`src/rtl/usart_slave_map.svh`:
```
// Register map, field positions, reset values and sizes of the synchronous slave serial port
//
// What this block does
// - Slave operation runs only while clock source select, transmit status bit 7, is clear.
// - Shifters keep transmitting and receiving while the core sleeps.
// - Of two buffered words the first moves to the shifter at once; buffer-free stays clear.
// - When the first word is shifted out, the second loads and buffer-free sets.
// - Rising buffer-free wakes the core when transmit and peripheral enables are set.
// - After wake, global enable picks the 0004h vector, else the next instruction.
// - Single receive enable is ignored; only continuous receive enable runs the receiver.
// - With continuous receive enabled before sleep, a whole word is received while asleep.
// - A fully received word moves from the receive shifter into the receive FIFO.
// - Receive event wakes the core when receive and peripheral enables are set.
// - Receive ready sets when a word completes; interrupt only with receive enable.
// - Clearing continuous receive enable clears the error flags.
// - Received data is sampled on the falling edge of the shift clock.
// - FIFO holds two words; a third while full sets overrun and is discarded.
// - While overrun is set, no word enters the FIFO.
// - Ninth bit travels with each FIFO entry; reading the byte exposes the next one.
`ifndef USART_SLAVE_MAP_SVH
`define USART_SLAVE_MAP_SVH

// Register indices; byte address is four times the index
`define IDX_INTERRUPT_CONTROL       8'h0b
`define IDX_PERIPHERAL_IRQ_FLAGS    8'h0c
`define IDX_RECEIVE_STATUS_CONTROL  8'h18
`define IDX_TRANSMIT_HOLDING_BUFFER 8'h19
`define IDX_RECEIVE_FIFO_DATA       8'h1a
`define IDX_PERIPHERAL_IRQ_ENABLES  8'h8c
`define IDX_TRANSMIT_STATUS_CONTROL 8'h98
`define IDX_BAUD_RATE_DIVISOR       8'h99

// Reset values
`define RST_INTERRUPT_CONTROL       8'h00
`define RST_PERIPHERAL_IRQ_FLAGS    8'h00
`define RST_RECEIVE_STATUS_CONTROL  8'h00
`define RST_PERIPHERAL_IRQ_ENABLES  8'h00
`define RST_TRANSMIT_STATUS_CONTROL 8'h02
`define RST_BAUD_RATE_DIVISOR       8'h00

// Interrupt control fields
`define BIT_GLOBAL_IRQ_ENABLE       7
`define BIT_PERIPHERAL_IRQ_ENABLE   6
// Flag and enable fields
`define BIT_RECEIVE_READY           5
`define BIT_TRANSMIT_BUFFER_FREE    4
// Receive status/control fields
`define BIT_SERIAL_PORT_ENABLE      7
`define BIT_RECEIVE_NINE_BIT_MODE   6
`define BIT_SINGLE_RECEIVE_ENABLE   5
`define BIT_CONTINUOUS_RX_ENABLE    4
`define BIT_FRAMING_ERROR           2
`define BIT_OVERRUN_ERROR           1
`define BIT_RECEIVE_NINTH_VALUE     0
// Transmit status/control fields
`define BIT_CLOCK_SOURCE_SELECT     7
`define BIT_TRANSMIT_NINE_BIT_MODE  6
`define BIT_TRANSMIT_ENABLE         5
`define BIT_SYNC_MODE               4
`define BIT_HIGH_BAUD               2
`define BIT_SHIFTER_EMPTY           1
`define BIT_TRANSMIT_NINTH_VALUE    0

// Sizes
`define RX_FIFO_DEPTH               2
`define BITS_SHORT_WORD             4'd8
`define BITS_LONG_WORD              4'd9
`define WAKE_VECTOR_ADDRESS         13'h0004

`endif

```
`src/rtl/usart_slave_pkg.sv`:
```
// Types shared by the synchronous slave serial port
package usart_slave_pkg;
    typedef logic [7:0] byte_t;
    typedef logic [8:0] word9_t;
    typedef logic [3:0] bit_count_t;
    typedef enum logic {TX_IDLE, TX_SHIFT} tx_state_t;
endpackage : usart_slave_pkg

```
`src/rtl/pin_edge_sync.sv`:
```
// Two-flop synchroniser with edge detection for one external pin
module pin_edge_sync (
    input  wire logic pclk,
    input  wire logic presetn,
    input  wire logic pin,
    output logic      level,
    output logic      rise,
    output logic      fall
);
    logic meta_reg;
    logic sync_reg;
    logic prev_reg;

    // Two flops, then one more stage for edge finding
    always_ff @(posedge pclk or negedge presetn) begin
        if (!presetn) begin
            meta_reg <= 1'b0;
            sync_reg <= 1'b0;
            prev_reg <= 1'b0;
        end else begin
            meta_reg <= pin;
            sync_reg <= meta_reg;
            prev_reg <= sync_reg;
        end
    end

    // Edges from the settled stages only
    assign level = sync_reg;
    assign rise  = sync_reg & ~prev_reg;
    assign fall  = ~sync_reg & prev_reg;
endmodule : pin_edge_sync

```
`src/rtl/usart_sync_slave.sv`:
```
// Synchronous slave serial port with APB register access
//
// The APB slave port was chosen for this implementation.
`include "usart_slave_map.svh"

module usart_sync_slave #(
    parameter int ADDR_W = 12
) (
    input  wire logic                   pclk,
    input  wire logic                   presetn,
    input  wire logic [ADDR_W-1:0]      paddr,
    input  wire logic                   psel,
    input  wire logic                   penable,
    input  wire logic                   pwrite,
    input  wire logic [31:0]            pwdata,
    output logic      [31:0]            prdata,
    output logic                        pready,
    output logic                        pslverr,
    input  wire logic                   shift_clock_pin,
    input  wire logic                   serial_data_in,
    output logic                        serial_data_out,
    output logic                        serial_data_oe,
    input  wire logic                   sleep_mode,
    output logic                        wake_request,
    output logic                        wake_to_vector
);
    import usart_slave_pkg::*;

    localparam logic [ADDR_W-1:0] A_INTCTL = ADDR_W'({`IDX_INTERRUPT_CONTROL, 2'b00});
    localparam logic [ADDR_W-1:0] A_FLAGS  = ADDR_W'({`IDX_PERIPHERAL_IRQ_FLAGS, 2'b00});
    localparam logic [ADDR_W-1:0] A_RXSC   = ADDR_W'({`IDX_RECEIVE_STATUS_CONTROL, 2'b00});
    localparam logic [ADDR_W-1:0] A_TXBUF  = ADDR_W'({`IDX_TRANSMIT_HOLDING_BUFFER, 2'b00});
    localparam logic [ADDR_W-1:0] A_RXDATA = ADDR_W'({`IDX_RECEIVE_FIFO_DATA, 2'b00});
    localparam logic [ADDR_W-1:0] A_ENABLE = ADDR_W'({`IDX_PERIPHERAL_IRQ_ENABLES, 2'b00});
    localparam logic [ADDR_W-1:0] A_TXSC   = ADDR_W'({`IDX_TRANSMIT_STATUS_CONTROL, 2'b00});
    localparam logic [ADDR_W-1:0] A_BAUD   = ADDR_W'({`IDX_BAUD_RATE_DIVISOR, 2'b00});

    // Software-visible storage
    byte_t      interrupt_control_reg;
    byte_t      peripheral_irq_flags_reg;
    byte_t      peripheral_irq_enables_reg;
    byte_t      receive_status_control_reg;
    byte_t      transmit_status_control_reg;
    byte_t      baud_rate_divisor_reg;
    logic       overrun_error_reg;
    // Transmit path
    byte_t      hold_data_reg;
    logic       hold_ninth_reg;
    logic       hold_full_reg;
    word9_t     tx_shift_reg;
    bit_count_t tx_left_reg;
    tx_state_t  tx_state_reg;
    // Receive path
    word9_t     rx_shift_reg;
    bit_count_t rx_count_reg;
    word9_t     fifo_mem_reg [`RX_FIFO_DEPTH];
    logic       fifo_wr_reg;
    logic       fifo_rd_reg;
    logic [1:0] fifo_count_reg;
    // Wake tracking
    logic       transmit_buffer_free_flag_prev_reg;
    logic       receive_ready_flag_prev_reg;
    // APB answer
    logic       answer_reg;

    logic       clk_level, clk_rise, clk_fall;
    logic       din_level;
    logic       slave_active, tx_enabled, rx_enabled;
    logic       wr_done, rd_done, hit;
    logic       tx_load_first, tx_last_fall, tx_load_next;
    logic       rx_done, fifo_push, fifo_pop, fifo_full;
    bit_count_t rx_count_next, word_bits_rx, word_bits_tx;
    word9_t     rx_shift_next, rx_word;
    logic       transmit_buffer_free_flag, receive_ready_flag, global_irq_enable, peripheral_irq_enable, transmit_irq_enable, receive_irq_enable, continuous_receive_enable, serial_port_enable;
    logic       tx_wake_event, rx_wake_event;
    byte_t      read_mux;

    // Pin synchronisers; the shift clock is only ever an input here
    pin_edge_sync u_clk_sync (
        .pclk    (pclk),
        .presetn (presetn),
        .pin     (shift_clock_pin),
        .level   (clk_level),
        .rise    (clk_rise),
        .fall    (clk_fall)
    );
    pin_edge_sync u_data_sync (
        .pclk    (pclk),
        .presetn (presetn),
        .pin     (serial_data_in),
        .level   (din_level),
        .rise    (),
        .fall    ()
    );

    // Field decode
    assign global_irq_enable  = interrupt_control_reg[`BIT_GLOBAL_IRQ_ENABLE];
    assign peripheral_irq_enable = interrupt_control_reg[`BIT_PERIPHERAL_IRQ_ENABLE];
    assign transmit_irq_enable = peripheral_irq_enables_reg[`BIT_TRANSMIT_BUFFER_FREE];
    assign receive_irq_enable = peripheral_irq_enables_reg[`BIT_RECEIVE_READY];
    assign serial_port_enable = receive_status_control_reg[`BIT_SERIAL_PORT_ENABLE];
    assign continuous_receive_enable = receive_status_control_reg[`BIT_CONTINUOUS_RX_ENABLE];
    // Slave mode needs port on, sync mode and clock select clear
    assign slave_active = serial_port_enable & transmit_status_control_reg[`BIT_SYNC_MODE]
                        & ~transmit_status_control_reg[`BIT_CLOCK_SOURCE_SELECT];
    assign tx_enabled   = slave_active & transmit_status_control_reg[`BIT_TRANSMIT_ENABLE];
    // Single receive enable plays no part in slave reception
    assign rx_enabled   = slave_active & continuous_receive_enable;
    assign word_bits_tx = transmit_status_control_reg[`BIT_TRANSMIT_NINE_BIT_MODE] ?
                          `BITS_LONG_WORD : `BITS_SHORT_WORD;
    assign word_bits_rx = receive_status_control_reg[`BIT_RECEIVE_NINE_BIT_MODE] ?
                          `BITS_LONG_WORD : `BITS_SHORT_WORD;
    assign transmit_buffer_free_flag = ~hold_full_reg;
    assign receive_ready_flag = (fifo_count_reg != 2'd0);

    // APB strobes: writes and read side effects happen on the completing edge
    assign wr_done = psel & penable & answer_reg & pwrite;
    assign rd_done = psel & penable & answer_reg & ~pwrite;
    assign hit     = (paddr == A_INTCTL) | (paddr == A_FLAGS) | (paddr == A_RXSC) |
                     (paddr == A_TXBUF) | (paddr == A_RXDATA) | (paddr == A_ENABLE) |
                     (paddr == A_TXSC) | (paddr == A_BAUD);

    // Transmit sequencing: first word loads at once, next word on the last bit
    assign tx_load_first = tx_enabled & hold_full_reg & (tx_state_reg == TX_IDLE);
    assign tx_last_fall  = (tx_state_reg == TX_SHIFT) & clk_fall & (tx_left_reg == 4'd1);
    assign tx_load_next  = tx_last_fall & hold_full_reg & tx_enabled;

    // Receive shifting on falling shift clock, LSB arrives first
    assign rx_shift_next = {din_level, rx_shift_reg[8:1]};
    assign rx_count_next = rx_count_reg + 4'd1;
    assign rx_done       = rx_enabled & clk_fall & (rx_count_next == word_bits_rx);
    assign rx_word       = (word_bits_rx == `BITS_LONG_WORD) ? rx_shift_next :
                           {1'b0, rx_shift_next[8:1]};
    assign fifo_full     = (fifo_count_reg == 2'd`RX_FIFO_DEPTH);
    assign fifo_push     = rx_done & ~fifo_full & ~overrun_error_reg;
    assign fifo_pop      = rd_done & (paddr == A_RXDATA) & receive_ready_flag;

    // Wake events seen in the pclk domain from already synchronised shifter activity
    assign tx_wake_event = transmit_buffer_free_flag & ~transmit_buffer_free_flag_prev_reg & transmit_irq_enable & peripheral_irq_enable;
    assign rx_wake_event = receive_ready_flag & ~receive_ready_flag_prev_reg & receive_irq_enable & peripheral_irq_enable;

    // Read data mux; receive ninth bit shows the head entry
    always_comb begin
        read_mux = 8'h00;
        case (paddr)
            A_INTCTL: read_mux = interrupt_control_reg;
            A_FLAGS: begin
                read_mux = peripheral_irq_flags_reg;
                read_mux[`BIT_RECEIVE_READY]        = receive_ready_flag;
                read_mux[`BIT_TRANSMIT_BUFFER_FREE] = transmit_buffer_free_flag;
            end
            A_RXSC: begin
                read_mux = receive_status_control_reg;
                read_mux[3] = 1'b0;
                read_mux[`BIT_FRAMING_ERROR]       = 1'b0;
                read_mux[`BIT_OVERRUN_ERROR]       = overrun_error_reg;
                read_mux[`BIT_RECEIVE_NINTH_VALUE] = fifo_mem_reg[fifo_rd_reg][8];
            end
            A_RXDATA: read_mux = fifo_mem_reg[fifo_rd_reg][7:0];
            A_ENABLE: read_mux = peripheral_irq_enables_reg;
            A_TXSC: begin
                read_mux = transmit_status_control_reg;
                read_mux[3] = 1'b0;
                read_mux[`BIT_SHIFTER_EMPTY] = (tx_state_reg == TX_IDLE);
            end
            A_BAUD: read_mux = baud_rate_divisor_reg;
            default: read_mux = 8'h00;
        endcase
    end

    // APB answer: one wait-free access phase, registered outputs
    always_ff @(posedge pclk or negedge presetn) begin
        if (!presetn) begin
            answer_reg <= 1'b0;
            pready     <= 1'b0;
            pslverr    <= 1'b0;
            prdata     <= 32'h0000_0000;
        end else begin
            answer_reg <= psel & ~penable & ~answer_reg;
            pready     <= psel & ~penable & ~answer_reg;
            pslverr    <= psel & ~penable & ~answer_reg & ~hit;
            if (psel & ~penable & ~answer_reg) begin
                prdata <= {24'h00_0000, read_mux};
            end
        end
    end

    // Control registers written by software
    always_ff @(posedge pclk or negedge presetn) begin
        if (!presetn) begin
            interrupt_control_reg       <= `RST_INTERRUPT_CONTROL;
            peripheral_irq_flags_reg    <= `RST_PERIPHERAL_IRQ_FLAGS;
            peripheral_irq_enables_reg  <= `RST_PERIPHERAL_IRQ_ENABLES;
            receive_status_control_reg  <= `RST_RECEIVE_STATUS_CONTROL;
            transmit_status_control_reg <= `RST_TRANSMIT_STATUS_CONTROL;
            baud_rate_divisor_reg       <= `RST_BAUD_RATE_DIVISOR;
        end else if (wr_done) begin
            case (paddr)
                A_INTCTL: interrupt_control_reg      <= pwdata[7:0];
                A_FLAGS:  peripheral_irq_flags_reg   <= pwdata[7:0];
                A_ENABLE: peripheral_irq_enables_reg <= pwdata[7:0];
                A_RXSC:   receive_status_control_reg <= pwdata[7:0];
                A_TXSC:   transmit_status_control_reg <= pwdata[7:0];
                A_BAUD:   baud_rate_divisor_reg      <= pwdata[7:0];
                default: ;
            endcase
        end
    end

    // Holding buffer; ninth bit captured with the byte write
    always_ff @(posedge pclk or negedge presetn) begin
        if (!presetn) begin
            hold_data_reg  <= 8'h00;
            hold_ninth_reg <= 1'b0;
            hold_full_reg  <= 1'b0;
        end else if (wr_done & (paddr == A_TXBUF)) begin
            hold_data_reg  <= pwdata[7:0];
            hold_ninth_reg <= transmit_status_control_reg[`BIT_TRANSMIT_NINTH_VALUE];
            hold_full_reg  <= 1'b1;
        end else if (tx_load_first | tx_load_next) begin
            hold_full_reg  <= 1'b0;
        end
    end

    // Transmit shifter runs off the external clock regardless of sleep
    always_ff @(posedge pclk or negedge presetn) begin
        if (!presetn) begin
            tx_state_reg    <= TX_IDLE;
            tx_shift_reg    <= 9'h000;
            tx_left_reg     <= 4'd0;
            serial_data_out <= 1'b0;
        end else begin
            case (tx_state_reg)
                TX_IDLE: begin
                    if (tx_load_first) begin
                        tx_state_reg    <= TX_SHIFT;
                        tx_shift_reg    <= {hold_ninth_reg, hold_data_reg};
                        tx_left_reg     <= word_bits_tx;
                        serial_data_out <= hold_data_reg[0];
                    end
                end
                TX_SHIFT: begin
                    if (!tx_enabled) begin
                        tx_state_reg <= TX_IDLE;
                    end else if (tx_load_next) begin
                        tx_shift_reg    <= {hold_ninth_reg, hold_data_reg};
                        tx_left_reg     <= word_bits_tx;
                        serial_data_out <= hold_data_reg[0];
                    end else if (tx_last_fall) begin
                        tx_state_reg <= TX_IDLE;
                    end else if (clk_fall) begin
                        // One bit per clock, ninth bit comes out last
                        tx_shift_reg    <= {1'b0, tx_shift_reg[8:1]};
                        tx_left_reg     <= tx_left_reg - 4'd1;
                        serial_data_out <= tx_shift_reg[1];
                    end
                end
                default: tx_state_reg <= TX_IDLE;
            endcase
        end
    end

    // Data pin driven only while transmitting in slave mode
    always_ff @(posedge pclk or negedge presetn) begin
        if (!presetn) begin
            serial_data_oe <= 1'b0;
        end else begin
            serial_data_oe <= tx_enabled & ~continuous_receive_enable;
        end
    end

    // Receive shifter; count clears whenever the receiver is off
    always_ff @(posedge pclk or negedge presetn) begin
        if (!presetn) begin
            rx_shift_reg <= 9'h000;
            rx_count_reg <= 4'd0;
        end else if (!rx_enabled) begin
            rx_count_reg <= 4'd0;
        end else if (clk_fall) begin
            rx_shift_reg <= rx_shift_next;
            rx_count_reg <= rx_done ? 4'd0 : rx_count_next;
        end
    end

    // Overrun: set on a word arriving at a full FIFO, cleared with continuous enable
    always_ff @(posedge pclk or negedge presetn) begin
        if (!presetn) begin
            overrun_error_reg <= 1'b0;
        end else if (!continuous_receive_enable) begin
            overrun_error_reg <= 1'b0;
        end else if (rx_done & fifo_full) begin
            overrun_error_reg <= 1'b1;
        end
    end

    // Two-entry receive FIFO, ninth bit stored with each byte
    always_ff @(posedge pclk or negedge presetn) begin
        if (!presetn) begin
            fifo_mem_reg[0] <= 9'h000;
            fifo_mem_reg[1] <= 9'h000;
            fifo_wr_reg     <= 1'b0;
            fifo_rd_reg     <= 1'b0;
            fifo_count_reg  <= 2'd0;
        end else begin
            if (fifo_push) begin
                fifo_mem_reg[fifo_wr_reg] <= rx_word;
                fifo_wr_reg <= ~fifo_wr_reg;
            end
            if (fifo_pop) begin
                fifo_rd_reg <= ~fifo_rd_reg;
            end
            fifo_count_reg <= fifo_count_reg + {1'b0, fifo_push} - {1'b0, fifo_pop};
        end
    end

    // Wake request held until the core leaves sleep; vector choice follows global enable
    always_ff @(posedge pclk or negedge presetn) begin
        if (!presetn) begin
            transmit_buffer_free_flag_prev_reg  <= 1'b1;
            receive_ready_flag_prev_reg  <= 1'b0;
            wake_request   <= 1'b0;
            wake_to_vector <= 1'b0;
        end else begin
            transmit_buffer_free_flag_prev_reg <= transmit_buffer_free_flag;
            receive_ready_flag_prev_reg <= receive_ready_flag;
            if (!sleep_mode) begin
                wake_request <= 1'b0;
            end else if (tx_wake_event | rx_wake_event) begin
                wake_request   <= 1'b1;
                wake_to_vector <= global_irq_enable;
            end
        end
    end
endmodule : usart_sync_slave

```
`config.mk`:
```
export PLATFORM = sky130hd
export DESIGN_NAME = usart_sync_slave
export DESIGN_NICKNAME = d
export VERILOG_FILES = /design/src/rtl/usart_slave_pkg.sv /design/src/rtl/pin_edge_sync.sv /design/src/rtl/usart_sync_slave.sv
export VERILOG_INCLUDE_DIRS = /design/src /design/src/rtl
export SDC_FILE = /design/constraint.sdc
export NUM_CORES = 1
export LEC_CHECK = 0
export BUFFER_PORTS_ARGS = -buffer_cell sky130_fd_sc_hd__buf_4
export CORE_MARGIN = 5
export CORE_UTILIZATION = 57
export DETAILED_ROUTE_END_ITERATION = 8
export HOLD_SLACK_MARGIN = 0.12
export MAX_ROUTING_LAYER = met4
export PLACE_DENSITY = 0.8
export SLEW_MARGIN = 20
export SYNTH_ARGS = -nofsm -noshare
export SYNTH_HDL_FRONTEND = slang
export SYNTH_HIERARCHICAL = 1
export SYNTH_SLANG_ARGS = --single-unit
export TNS_END_PERCENT = 20
```
`constraint.sdc`:
```
create_clock -name pclk -period 3.32 [get_ports pclk]
set_input_delay 0 -clock pclk [delete_from_list [all_inputs] [get_ports pclk]]
set_output_delay 0 -clock pclk [all_outputs]
set_load 0.05 [all_outputs]
```
Word level (Yosys, flattened, before mapping)
Index checks and enable logic that the tools add are counted.

$add $sub $neg: 4. Magnitude comparators: 3. Equality and inequality tests: 19. Multiplexer cells: 42. Bitwise gates (word level): 59. Reduce and logical (&&, ||, !) cells: 12.

Operators with widths (number): two-way mux 9 bit (10); case mux 8 bit (7 select lines) (1); == test 12 x 10 -> 1 bit (second input constant) (3); == test 12 x 7 -> 1 bit (second input constant) (3); bitwise AND 1 bit (33); two-way mux 4 bit (8); == test 12 x 6 -> 1 bit (second input constant) (2); bitwise mux 18 bit (1); case mux 9 bit (2 select lines) (1); two-way mux 1 bit (17); AND reduction 2 bit (8); inverter 1 bit (15); demux 9 bit (select 1 bit) (1); bitwise OR 1 bit (9); case mux 4 bit (2 select lines) (1); inequality test 2 x 1 -> 1 bit (second input constant) (3); adder 4 x 1 -> 4 bit (second input constant) (1); == test 4 x 1 -> 1 bit (second input constant) (1); == test 4 bit (1); == test 4 bit (second input constant) (1); greater-or-equal comparator 2 bit (second input constant) (2); inequality test 2 bit (second input constant) (2); inverter 1 -> 2 bit (2); case mux 1 bit (2 select lines) (2); 10 further kinds (11).

Register bits: 129. Input bits: 52. Output and inout port bits: 38. Word-level logic and storage cells: 173.

Logic depth before layout (Yosys ltp)
Word-level depth: 10. Depth in mapped cells: 9. Mapped depth without buffers: 8.

Hierarchy
Netlist, hierarchy kept.

By module, submodules not included: usart_sync_slave (times used 1, cells an instance 455, area an instance 5466.5 µm², seq. area each 2854.0 µm²); pin_edge_sync (times used 2, cells an instance 5, area an instance 90.1 µm², seq. area each 75.1 µm²).

Least setup slack after synthesis
Ideal clock, no wire load.

Path kind: register to register. Start point: reg u_clk_sync.sync_reg (netlist: u_clk_sync/level). End point: reg fifo_mem_reg[11] (netlist bit). Library setup time: 0.125 ns. Arrival time: 2.346 ns. Data required time: 3.195 ns. Slack: 0.849 ns. Cell stages (with the launch flop): 7. Buffers on the path: 1. Clock period less this slack: 2.471 ns. Cells stage by stage: dfrtp_1 > and2b_2 > clkbuf_1 > nand3_1 > or3b_4 > nor3_4 > mux2_2.

Word-level cells in the longest chain between the ends: 6.

RTL lines: start, declared (RTL line pin_edge_sync.sv:11) `logic sync_reg;`; start signal, assigned (RTL line pin_edge_sync.sv:22) `sync_reg <= meta_reg;`; inverter 1 bit (RTL line pin_edge_sync.sv:30) `assign fall = ~sync_reg & prev_reg;`; bitwise AND 1 bit (RTL line pin_edge_sync.sv:30); named net clk_fall (RTL line usart_sync_slave.sv:66) `logic clk_level, clk_rise, clk_fall;`; bitwise AND 1 bit (2 in a row) (RTL line usart_sync_slave.sv:131) `assign rx_done = rx_enabled & clk_fall & (rx_count_next == word_bits_rx);`; bitwise AND 1 bit (2 in a row) (RTL line usart_sync_slave.sv:135) `assign fifo_push = rx_done & ~fifo_full & ~overrun_error_reg;`; end signal, assigned by index (RTL line usart_sync_slave.sv:306) `fifo_mem_reg[fifo_wr_reg] <= rx_word;`; end, declared (RTL line usart_sync_slave.sv:56) `` word9_t fifo_mem_reg [`RX_FIFO_DEPTH]; ``.

The timed path passes the listed nets, and every way through them passes these cells. A chain may end at the register's enable or synchronous reset.

Worst setup path in the final report
Start point: reg receive_status_control_reg[6]. End point: reg fifo_mem_reg[1] (netlist bit).

Word-level cells in the longest chain between the ends: 5. Elaborated cells between the ends (all ways): 8. Classes of those cells: eq/ne (2); mux (3); bitwise (3).

RTL lines: start, declared (RTL line usart_sync_slave.sv:42) `byte_t receive_status_control_reg;`; start signal, assigned (RTL line usart_sync_slave.sv:194) `` receive_status_control_reg <= `RST_RECEIVE_STATUS_CONTROL; ``; start signal, assigned (RTL line usart_sync_slave.sv:202) `A_RXSC: receive_status_control_reg <= pwdata[7:0];`; two-way mux 1 bit (no source line) (*); == test 4 bit (RTL line usart_sync_slave.sv:131); bitwise AND 1 bit (RTL line usart_sync_slave.sv:131); bitwise AND 1 bit (2 in a row) (RTL line usart_sync_slave.sv:135).

Every way passes the cells marked *; elsewhere a longest branch is shown, timed or not.

==> key figures <==
Detailed routing
  • Antenna-violating nets left: 0
  • Pre-antenna DRT Iters: 5
  • DR DRC count: 0
  • Routed length per placed instance: 19.4 um
  • Final WL: roughly 13 mm
  • Iteration-0 DRC Markers: roughly 340
  • Vias per cell: roughly 5.8
  • Vias: roughly 3,900

Finish
  • Register area: slightly below 3000 um^2
  • Layout cells sized above 1: 31.1%
  • Area of the multi-input gates: approximately 2400 um^2
  • Area grow syn2layout: 22.9%
  • Fillers: around 650
  • Most common cell after layout, fill and taps aside: dfrtp_1
  • Final #Nets: between 500 and 600
  • Max FFs per register: 18
  • Most frequent cells in the layout: dfrtp_1, mux2_2, buf_4
  • ANT cells: 0

Synth
  • Mapped Cells: about 460
  • Area of the mapped netlist: 5600 um^2
  • Mean Syn Cell Area: between 10 and 15 um^2
  • Yosys warning total: 6

Clock tree
  • CTS tree: yes
  • Num CTS Buffers: 17
  • Clk_lat worst skew: approximately 0.52 ns
  • Sinks on Clock Net: between 100 and 150
  • Clock H-tree levels: 4
  • Worst-path clk slew: approximately 0.060 ns
  • Clk buf depth: 2
  • CTS resizes: 0
  • Clk root buf: clkbuf_8

Pwr
  • Worst VDD drop: between 0.4 and 0.5 mV
  • PnR Total Power: ~3.6 mW
  • Pleak: about 3.4 nW
  • Power per cell area: between 500 and 600 nW/um^2

Worst setup path
  • Worst path top cell family by delay: simple AND/OR/NAND/NOR gates
  • Critical path class: reg2reg
  • Worst endpoint required time: about 3.7 ns
  • CP max stage delay: about 0.70 ns
  • Worst Path Max Fanout: 12
  • Slowest CP cell: dfrtp_1
  • Crit end category: flip-flop
  • WP buf/inv: 0
  • Startpoint types: flip-flop
  • CP arrival: 3.02 ns
  • Worst path cell trace: xnor2_1, nor3_1, nor4b_2, nand2_1, mux2_2

Flow run
  • Max-cap violations: 0

Timing
  • Worst Skew: between 0.009 and 0.01 ns
  • Final Critical Period: ~2.6 ns
  • Final setup TNS: 0 ns
  • Period utilization: between 70% and 80%
  • RSZ-0062 raised after global routing: false
  • Hold Violations, Final: 0
  • Setup-failing EPs final: 0
  • Slew @ Worst Pin: around 0.87 ns
  • FMAX: 0.382 GHz
  • Max Slew Vio Count: 0
  • Slew Limit Headroom: about two fifths

Global routing
  • Largest net degree at the start of global routing: 70
  • Initial antenna violation count: 0
  • GRT Resource Usage Total: around a quarter
  • Vias in the first global route: 4,027
  • Global-route wire length before repair: ~22 mm
  • Overflow after GRT: 0

Place
  • HPWL Detailed: just under 9 mm
  • Routability Congestion: around 0.95
  • PortBufs: 41

Floorplanning
  • Die Area: ~12,000 um^2
  • Num rows: 36
  • Core ar.: 9680 um^2
  • Die Wd: 109 um
  • # IOs: 90
  • DIE HEIGHT: around 110 um
  • Initial Utilization: between 50% and 60%

Run status
  • Status: complete, no violations

Min path
  • Worst Hold Class: in2reg
## worst paths after layout
| path | from | endpoint | slack, ns | cells past startpoint |
|---|---|---|---|---|
| worst min register to register | u_clk_sync/meta_reg | u_clk_sync/level | 0.35 | 0 |
| min in group asynchronous | presetn | rx_count_reg[2] | 0.14 | 2 |
| worst min-delay path | shift_clock_pin | u_clk_sync/meta_reg | 0.13 | 2 |
| worst max register to register | receive_status_control_reg[6] | fifo_mem_reg[1] | 0.70 | 5 |
| worst max-delay path | receive_status_control_reg[6] | fifo_mem_reg[1] | 0.70 | 5 |
| max in group asynchronous | presetn | prdata[0] | 2.42 | 3 |
## metal layers
metal	global-route usage (%)	share of wire (%)	up-vias	wire, um
li1	-	-	1791	-
met1	31.8	42	1960	5600
met2	39.9	50	146	6630
met3	4.68	4.9	36	644
met4	11.0	2.6	0	341
met5	-	0	-	0
## power by group
part	switching, mW	internal [mW]	total (mW)
clock	0.653	1.30	1.95
combinational	0.144	0.0581	0.202
sequential	0.00242	1.46	1.46
total	0.799	2.81	3.61
## repair_timing
action / 4_1_cts / 5_1_grt
setup buffers: 0 / 0
hold buffers: 27 / 0
hold endpoints to repair: 133 / 0
## area by class of cell
type                            count  share of cell area [%]
Clock buffer                       21                    6.82
Inverter                           20                    1.09
Timing Repair Buffer               72                    9.02
Multi-Input combinational cell    308                    34.9
Clock inverter                     10                    2.44
Sequential cell                   119                    43.3
Tap cell                          133                    2.42
## metrics by stage
stage	hold slack (ns)	util [%]	setup slack, ns	instance area (um^2)	cells
after floorplan	-0.296	-	0.860	5690	484
after global placement	0.109	61.7	0.769	5970	625
after detailed placement	0.111	61.7	0.708	5970	625
after CTS	0.122	71.0	0.630	6880	683
after global routing	0.130	71.0	0.516	6880	683
final	0.132	71.0	0.702	6880	683
Power figures use the tool's default switching activity.
